==> src/pkg/crypto_status_pkg.sv <==
// Overview of operation
// RULE1 - busy flag high during any operation
// RULE2 - text A busy while register in use
// RULE3 - abort set when software clears go early
// RULE4 - wrap flag set on CTR counter rollover
// RULE5 - go refused while wrap flag set
// RULE6 - bad mode raises flag, blocks write-start
// RULE7 - bad key config raises flag, blocks write-start
// RULE8 - reserved or locked page blocks write-start
// RULE9 - reset or disable clears five live flags
// RULE10 - reset or disable clears abort and wrap
// RULE11 - config flags evaluated while module off
// RULE12 - OTP read forces busy, key, page high
// RULE13 - no operation starts while abort set
// RULE14 - upper byte and bit 3 read zero
// RULE15 - abort and wrap cleared by writing zero
package crypto_status_pkg;
    // register byte offsets
    localparam logic [3:0] status_offset = 4'h0;
    localparam logic [3:0] control_offset = 4'h4;
    localparam logic [3:0] irq_status_offset = 4'h8;
    localparam logic [3:0] irq_mask_offset = 4'hc;
    // status field positions
    localparam int busy_bit = 7;
    localparam int text_a_busy_bit = 6;
    localparam int abort_bit = 5;
    localparam int wrap_bit = 4;
    localparam int mode_fail_bit = 2;
    localparam int key_fail_bit = 1;
    localparam int page_fail_bit = 0;
    // control field positions
    localparam int go_bit = 0;
    localparam int write_start_bit = 1;
    localparam int module_on_bit = 2;
    localparam int module_disable_bit = 3;
    localparam int page_lsb = 8;
    localparam int page_width = 4;
    // interrupt event positions
    localparam int ev_abort_bit = 0;
    localparam int ev_wrap_bit = 1;
    localparam int ev_start_refused_bit = 2;
    localparam int ev_go_refused_bit = 3;
    localparam int event_count = 4;
    // values after reset
    localparam logic [3:0] key_page_reset = 4'h0;
    localparam logic [3:0] irq_mask_reset = 4'h0;
    // axi responses
    localparam logic [1:0] resp_okay = 2'h0;
    localparam logic [1:0] resp_slverr = 2'h2;
endpackage
==> src/logic/crypto_status_interlock.sv <==
`timescale 1ns/1ps
module crypto_status_interlock
    import crypto_status_pkg::*;
(
    input wire logic clock_in, // 25 MHz system clock
    input wire logic rst_n_in, // synchronous reset, active low
    // axi4-lite slave
    input wire logic [3:0] s_axi_awaddr_in, // write address
    input wire logic s_axi_awvalid_in, // write address valid
    output logic s_axi_awready_out, // write address ready
    input wire logic [31:0] s_axi_wdata_in, // write data
    input wire logic [3:0] s_axi_wstrb_in, // byte enables
    input wire logic s_axi_wvalid_in, // write data valid
    output logic s_axi_wready_out, // write data ready
    output logic [1:0] s_axi_bresp_out, // write response
    output logic s_axi_bvalid_out, // write response valid
    input wire logic s_axi_bready_in, // write response ready
    input wire logic [3:0] s_axi_araddr_in, // read address
    input wire logic s_axi_arvalid_in, // read address valid
    output logic s_axi_arready_out, // read address ready
    output logic [31:0] s_axi_rdata_out, // read data
    output logic [1:0] s_axi_rresp_out, // read response
    output logic s_axi_rvalid_out, // read data valid
    input wire logic s_axi_rready_in, // read data ready
    // engine side
    input wire logic engine_active_in, // datapath is running an operation
    input wire logic text_a_in_use_in, // text A register held by datapath
    input wire logic op_done_in, // pulse: operation finished normally
    input wire logic ctr_mode_in, // current operation uses CTR mode
    input wire logic counter_wrap_in, // pulse: text B counter rolled over
    input wire logic mode_config_valid_in, // operating/cipher mode legal
    input wire logic key_config_valid_in, // key/mode combination legal
    input wire logic [15:0] page_unavailable_in, // per page: reserved or locked
    input wire logic otp_read_in, // OTP read sequence in progress
    output logic operation_go_out, // go bit to datapath
    output logic write_start_out, // pulse: accepted write-start
    output logic module_on_out, // module enable
    output logic module_disable_out, // module disable
    output logic [3:0] key_page_select_out, // selected key page
    output logic irq_out // level interrupt
);
    // write and read transaction holding and response state
    logic aw_held_reg, aw_held_next;
    logic w_held_reg, w_held_next;
    logic [3:0] awaddr_reg, awaddr_next;
    logic [31:0] wdata_reg, wdata_next;
    logic [3:0] wstrb_reg, wstrb_next;
    logic bvalid_reg, bvalid_next;
    logic [1:0] bresp_reg, bresp_next;
    logic rvalid_reg, rvalid_next;
    logic [1:0] rresp_reg, rresp_next;
    logic [31:0] rdata_reg, rdata_next;
    // block state
    logic go_reg, go_next;
    logic on_reg, on_next;
    logic disable_reg, disable_next;
    logic [3:0] page_reg, page_next;
    logic busy_reg, busy_next;
    logic text_a_busy_reg, text_a_busy_next;
    logic abort_reg, abort_next;
    logic wrap_reg, wrap_next;
    logic mode_fail_reg, mode_fail_next;
    logic key_fail_reg, key_fail_next;
    logic page_fail_reg, page_fail_next;
    logic start_reg, start_next;
    logic [event_count-1:0] irq_status_reg, irq_status_next;
    logic [event_count-1:0] irq_mask_reg, irq_mask_next;
    // decoded strobes
    logic do_write, do_read;
    logic wr_status, wr_control, wr_irq_status, wr_irq_mask;
    logic [15:0] status_word;
    logic [event_count-1:0] events;

    // true when the offset names one of the four registers
    function automatic logic offset_mapped(input logic [3:0] addr);
        offset_mapped = (addr == status_offset) || (addr == control_offset) ||
            (addr == irq_status_offset) || (addr == irq_mask_offset);
    endfunction

    // handshake outputs
    assign s_axi_awready_out = !aw_held_reg && !bvalid_reg;
    assign s_axi_wready_out = !w_held_reg && !bvalid_reg;
    assign s_axi_arready_out = !rvalid_reg;
    assign s_axi_bvalid_out = bvalid_reg;
    assign s_axi_bresp_out = bresp_reg;
    assign s_axi_rvalid_out = rvalid_reg;
    assign s_axi_rresp_out = rresp_reg;
    assign s_axi_rdata_out = rdata_reg;

    // a write is performed once both address and data are held
    assign do_write = aw_held_reg && w_held_reg && !bvalid_reg;
    assign do_read = s_axi_arvalid_in && !rvalid_reg;
    assign wr_status = do_write && (awaddr_reg == status_offset) && wstrb_reg[0];
    assign wr_control = do_write && (awaddr_reg == control_offset);
    assign wr_irq_status = do_write && (awaddr_reg == irq_status_offset) && wstrb_reg[0];
    assign wr_irq_mask = do_write && (awaddr_reg == irq_mask_offset) && wstrb_reg[0];

    // status image, unused bits tied to zero
    always_comb begin
        status_word = 16'h0000; // [RULE14]
        status_word[busy_bit] = busy_reg;
        status_word[text_a_busy_bit] = text_a_busy_reg;
        status_word[abort_bit] = abort_reg;
        status_word[wrap_bit] = wrap_reg;
        status_word[mode_fail_bit] = mode_fail_reg;
        status_word[key_fail_bit] = key_fail_reg;
        status_word[page_fail_bit] = page_fail_reg;
    end

    // bus channel next state
    always_comb begin
        aw_held_next = aw_held_reg;
        w_held_next = w_held_reg;
        awaddr_next = awaddr_reg;
        wdata_next = wdata_reg;
        wstrb_next = wstrb_reg;
        bvalid_next = bvalid_reg;
        bresp_next = bresp_reg;
        rvalid_next = rvalid_reg;
        rresp_next = rresp_reg;
        rdata_next = rdata_reg;
        if (s_axi_awvalid_in && s_axi_awready_out) begin
            aw_held_next = 1'b1;
            awaddr_next = {s_axi_awaddr_in[3:2], 2'b00};
        end
        if (s_axi_wvalid_in && s_axi_wready_out) begin
            w_held_next = 1'b1;
            wdata_next = s_axi_wdata_in;
            wstrb_next = s_axi_wstrb_in;
        end
        if (do_write) begin
            aw_held_next = 1'b0;
            w_held_next = 1'b0;
            bvalid_next = 1'b1;
            bresp_next = offset_mapped(awaddr_reg) ? resp_okay : resp_slverr;
        end else if (bvalid_reg && s_axi_bready_in) begin
            bvalid_next = 1'b0;
        end
        if (do_read) begin
            rvalid_next = 1'b1;
            rresp_next = offset_mapped({s_axi_araddr_in[3:2], 2'b00}) ?
                resp_okay : resp_slverr;
            case ({s_axi_araddr_in[3:2], 2'b00})
                status_offset: rdata_next = {16'h0000, status_word};
                control_offset: rdata_next = {16'h0000, 4'h0, page_reg, 4'h0,
                    disable_reg, on_reg, 1'b0, go_reg};
                irq_status_offset: rdata_next = {28'h0000000, irq_status_reg};
                irq_mask_offset: rdata_next = {28'h0000000, irq_mask_reg};
                default: rdata_next = 32'h00000000;
            endcase
        end else if (rvalid_reg && s_axi_rready_in) begin
            rvalid_next = 1'b0;
        end
    end

    // bus channel registers
    always_ff @(posedge clock_in) begin
        if (!rst_n_in) begin
            aw_held_reg <= 1'b0;
            w_held_reg <= 1'b0;
            awaddr_reg <= 4'h0;
            wdata_reg <= 32'h00000000;
            wstrb_reg <= 4'h0;
            bvalid_reg <= 1'b0;
            bresp_reg <= resp_okay;
            rvalid_reg <= 1'b0;
            rresp_reg <= resp_okay;
            rdata_reg <= 32'h00000000;
        end else begin
            aw_held_reg <= aw_held_next;
            w_held_reg <= w_held_next;
            awaddr_reg <= awaddr_next;
            wdata_reg <= wdata_next;
            wstrb_reg <= wstrb_next;
            bvalid_reg <= bvalid_next;
            bresp_reg <= bresp_next;
            rvalid_reg <= rvalid_next;
            rresp_reg <= rresp_next;
            rdata_reg <= rdata_next;
        end
    end

    // control, flags and interrupt next state
    always_comb begin
        logic go_set_req;
        logic go_sw_clear;
        logic go_hw_clear;
        logic start_req;
        logic start_blocked;
        go_set_req = wr_control && wstrb_reg[0] && wdata_reg[go_bit] && !go_reg;
        go_hw_clear = go_reg && op_done_in;
        go_sw_clear = wr_control && wstrb_reg[0] && !wdata_reg[go_bit] && go_reg &&
            !op_done_in;
        start_req = wr_control && wstrb_reg[0] && wdata_reg[write_start_bit];
        start_blocked = mode_fail_reg || key_fail_reg || page_fail_reg ||
            disable_reg; // [RULE6] [RULE7] [RULE8]
        events = '0;
        // configuration fields
        on_next = on_reg;
        disable_next = disable_reg;
        page_next = page_reg;
        if (wr_control && wstrb_reg[0]) begin
            on_next = wdata_reg[module_on_bit];
            disable_next = wdata_reg[module_disable_bit];
        end
        if (wr_control && wstrb_reg[1]) begin
            page_next = wdata_reg[page_lsb +: page_width];
        end
        // go: hardware completion and software clear win over a start
        go_next = go_reg;
        if (disable_reg) begin
            go_next = 1'b0;
        end else if (go_hw_clear || go_sw_clear) begin
            go_next = 1'b0;
        end else if (go_set_req) begin
            if (on_reg && !wrap_reg && !abort_reg) begin // [RULE5] [RULE13]
                go_next = 1'b1;
            end else begin
                events[ev_go_refused_bit] = 1'b1;
            end
        end
        // write-start is a one-cycle pulse when no fail flag stands and disable is clear
        start_next = 1'b0;
        if (start_req) begin
            if (start_blocked) begin
                events[ev_start_refused_bit] = 1'b1;
            end else begin
                start_next = 1'b1;
            end
        end
        // live flags: disable clears, OTP read forces busy, key and page fail, else follow inputs
        busy_next = !disable_reg && (otp_read_in || engine_active_in); // [RULE1] [RULE9] [RULE12]
        text_a_busy_next = !disable_reg && text_a_in_use_in; // [RULE2] [RULE9]
        mode_fail_next = !disable_reg && !mode_config_valid_in; // [RULE6] [RULE11]
        key_fail_next = !disable_reg && (otp_read_in || !key_config_valid_in); // [RULE7] [RULE12]
        page_fail_next = !disable_reg &&
            (otp_read_in || page_unavailable_in[page_reg]); // [RULE8] [RULE11] [RULE12]
        // sticky flags: hardware set beats software clear
        abort_next = abort_reg;
        wrap_next = wrap_reg;
        if (wr_status && !wdata_reg[abort_bit]) begin
            abort_next = 1'b0; // [RULE15]
        end
        if (wr_status && !wdata_reg[wrap_bit]) begin
            wrap_next = 1'b0; // [RULE15]
        end
        if (!disable_reg && go_sw_clear) begin
            abort_next = 1'b1; // [RULE3]
            events[ev_abort_bit] = !abort_reg;
        end
        if (!disable_reg && go_reg && ctr_mode_in && counter_wrap_in) begin
            wrap_next = 1'b1; // [RULE4]
            events[ev_wrap_bit] = !wrap_reg;
        end
        if (disable_reg) begin
            abort_next = 1'b0; // [RULE10]
            wrap_next = 1'b0; // [RULE10]
        end
        // interrupt status: write one clears, a new event wins
        irq_status_next = irq_status_reg;
        if (wr_irq_status) begin
            irq_status_next = irq_status_reg & ~wdata_reg[event_count-1:0];
        end
        irq_status_next = irq_status_next | events;
        irq_mask_next = irq_mask_reg;
        if (wr_irq_mask) begin
            irq_mask_next = wdata_reg[event_count-1:0];
        end
    end

    // control, flags and interrupt registers
    always_ff @(posedge clock_in) begin
        if (!rst_n_in) begin
            go_reg <= 1'b0;
            on_reg <= 1'b0;
            disable_reg <= 1'b0;
            page_reg <= key_page_reset;
            busy_reg <= 1'b0; // [RULE9]
            text_a_busy_reg <= 1'b0;
            abort_reg <= 1'b0; // [RULE10]
            wrap_reg <= 1'b0;
            mode_fail_reg <= 1'b0;
            key_fail_reg <= 1'b0;
            page_fail_reg <= 1'b0;
            start_reg <= 1'b0;
            irq_status_reg <= '0;
            irq_mask_reg <= irq_mask_reset;
        end else begin
            go_reg <= go_next;
            on_reg <= on_next;
            disable_reg <= disable_next;
            page_reg <= page_next;
            busy_reg <= busy_next;
            text_a_busy_reg <= text_a_busy_next;
            abort_reg <= abort_next;
            wrap_reg <= wrap_next;
            mode_fail_reg <= mode_fail_next;
            key_fail_reg <= key_fail_next;
            page_fail_reg <= page_fail_next;
            start_reg <= start_next;
            irq_status_reg <= irq_status_next;
            irq_mask_reg <= irq_mask_next;
        end
    end

    // outputs to the datapath
    assign operation_go_out = go_reg;
    assign write_start_out = start_reg;
    assign module_on_out = on_reg;
    assign module_disable_out = disable_reg;
    assign key_page_select_out = page_reg;
    assign irq_out = |(irq_status_reg & irq_mask_reg);
endmodule

==> config.mk <==
export PLATFORM = sky130hd
export DESIGN_NAME = crypto_status_interlock
export DESIGN_NICKNAME = d
export VERILOG_FILES = /design/src/pkg/crypto_status_pkg.sv /design/src/logic/crypto_status_interlock.sv
export SDC_FILE = /design/constraint.sdc
export NUM_CORES = 1
export LEC_CHECK = 0
export ABC_AREA = 1
export BUFFER_PORTS_ARGS = -buffer_cell sky130_fd_sc_hd__buf_2
export CAP_MARGIN = 40
export CORE_MARGIN = 2
export CORE_UTILIZATION = 48
export DETAILED_ROUTE_END_ITERATION = 7
export GPL_TIMING_DRIVEN = 0
export PLACE_DENSITY = 0.84
export SYNTH_ARGS = -nofsm -noshare
export SYNTH_HDL_FRONTEND = slang
export SYNTH_SLANG_ARGS = --single-unit
==> constraint.sdc <==
create_clock -name clock_in -period 2.2 [get_ports clock_in]
set_clock_uncertainty 0.1 [all_clocks]
set_input_delay 0.44 -clock clock_in [delete_from_list [all_inputs] [get_ports clock_in]]
set_output_delay 0.44 -clock clock_in [all_outputs]
set_load 0.02 [all_outputs]
==> out/results.tsv <==
metric	value	unit
crit-path cells	nand2_1 -> nand4_1 -> buf_2	
initial antenna violation count	0	
Final Critical Period	1.566	ns
DRT Pass-1 Iters	4	
placed cell areas	2948	sq um
Core ar.	4786	sq um
post-CTS setup buffers	0	
Setup Viol. Count Final	0	
Ports	125	
Synth area leader	dfxtp_1	
remaining routing DRC violations	0	
Hold Fails Final Rpt	0	
status	finished, final reports clean	
CP delay by family, top	flip-flops	
pwr dens	661.6	nW/um^2
CP Buf/Inv Count	1	
vias per inst	4.872	
worst min-delay path class	in2reg	
Fin Setup TNS	0	ns
First DRT Iteration DRCs	155	
ANT nets after route	0	
die width	74.93	microns
worst skew pair latency	0.31	ns
DRT Wirelength	5836	microns
Antenna Cells	0	
post-cts resize count	0	
endpoint class of the critical path	primary output	
top area cells in the synthesized netlist	dfxtp_1 (46%), nand2_1 (7.9%), nor2_1 (7.5%)	
largest net degree at the start of global routing	16	
Worst-path clk slew	0.09	ns
Yosys warning count	0	
final core utilization	63.74	%
clock sink count	55	
All-Layer GR Usage	22.14	%
Lkg Pwr	1.449	nW
initial core utilization	50.46	%
vias	2392	
EDFF count, synth	0	
crit-path max FO	3	
first-pass GRT wire length	9508	microns
Place WS	0.5596	ns
port bufs	74	
syn_area_per_cell	7.499	sq um
register area share after synthesis	45.60	%
site row count	25	
DIE AREA	5615	sq um
layout cell share with drive strength beyond 1	27.59	%
htree depth	2	
gpl congestion	0.8668	
most common library cells after synthesis	dfxtp_1 (55), nand2_1 (51), nor2_1 (48), o21ai_0 (31), nand3_1 (27)	
WS Path Type	reg2out	
Syn-to-layout area delta	26.32	%
crit path DAT	1.03	ns
Top FF cell, synth	dfxtp_1	
Post-Syn Area	2415	sq um
Worst path slowest cell	dfxtp_1	
number of max-cap violations	0	
most frequent cell after synthesis	dfxtp_1	
Max Root-Sink Buffers	2	
Worst Setup SP	irq_status_reg[1]$_SDFF_PN0_	
share of the synthesized area in the top cell type	45.60	%
highest clock rate	0.6385	GHz
Post-DP HPWL	4489	microns
max-slew violations	0	
post-layout instance area	3050	sq um
Cells after DPL	484	
Critical R2R Launch	s_axi_rvalid_out$_SDFFE_PN0P_	
Synth Register Bits	55	
max reg flops	12	
RSZ-0062 raised after global routing	no	
Root Buffer	clkbuf_8	
Max VDD drop	450.5	uV
CP startpoint kind	flop	
critical path's largest stage delay	0.40	ns
fin crit share	71.19	%
chip height	74.93	microns
DR WL/cell	11.89	microns
Pwr Total	2.018	mW
Post-Synthesis Cells	322	
final worst setup slack	0.6338	ns
Hold WS	0.1798	ns
Cell variety after synth	28	
TritonCTS clock tree	built	
number of global-route vias before repair	2242	
Non-Filler Instances	491	
CP required	1.66	ns
hold path start	mode_config_valid_in	
share of flip-flops with an asynchronous set or reset	0	%
CTS buffer count	5	
cts-stage hold buffer count	0	
GRT overflow	0	
count of nets after finishing	499	
cells by family (layout without fill, tap and decap cells):
| group | Yosys count | after routing | share of synthesized area, % |
|---|---|---|---|
| other cells | 1 | 22 | 0.1553 |
| compound gates | 69 | 69 | 15.65 |
| flops | 55 | 55 | 45.60 |
| simple gates | 140 | 140 | 26.17 |
| buf+inv | 57 | 138 | 12.43 |
final cells by class:
type	instances	area [sq um]
inverters	28	105.1
repair buffers	74	370.4
multi-input cells	231	1092
well taps	67	83.83
clock buffers	6	72.57
fillers	446	1735
flip-flops and latches	55	1101
clock inverters	1	30.03
plain buffers	29	195.2
placed cells by master, fill, tap and decap left out:
cell type	count
a21oi_1	26
a22oi_1	4
a31oi_1	2
a41oi_1	2
buf_2	77
buf_4	22
bufinv_16	1
clkbuf_1	5
clkbuf_8	5
conb_1	22
dfxtp_1	55
inv_1	25
inv_2	3
nand2_1	51
nand2_2	1
nand3_1	27
nand3_4	1
nand4_1	3
nor2_1	48
nor2_2	1
nor2_4	2
nor3_1	1
nor3_2	2
nor3_4	1
nor4_1	1
o211ai_1	1
o21a_1	1
o21ai_0	31
o221ai_1	2
or2_2	1
worst reg2reg max path, stage by stage, from the launching register on:
cell     delay (ns)
dfxtp_1        0.35
nor2_4         0.26
inv_2          0.16
nor3_2         0.31
a22oi_1        0.12
nor2_1         0.10
worst paths after layout:
path | slack, ns | endpoint | cells past startpoint
worst min-delay path | 0.18 | mode_fail_reg$_SDFF_PN0_ | 2
worst max register to register | 0.74 | s_axi_rdata_out[9]$_SDFFE_PN0P_ | 5
worst min register to register | 0.33 | s_axi_bresp_out[1]$_SDFFE_PN0N_ | 2
worst max-delay path | 0.63 | irq_out | 3
routing by layer:
metal	share of wire, %	track usage (%)
met5	0	0
met4	2.1	9.127
met3	7.0	3.614
met2	47	39.38
met1	44	26.44
report_power, final:
group / switching (mW) / total, mW / internal [mW]
combinational: 0.179 / 0.289 / 0.110
sequential: 0.0288 / 1.07 / 1.04
clock: 0.326 / 0.661 / 0.334
(Power assumes the default switching activity.)
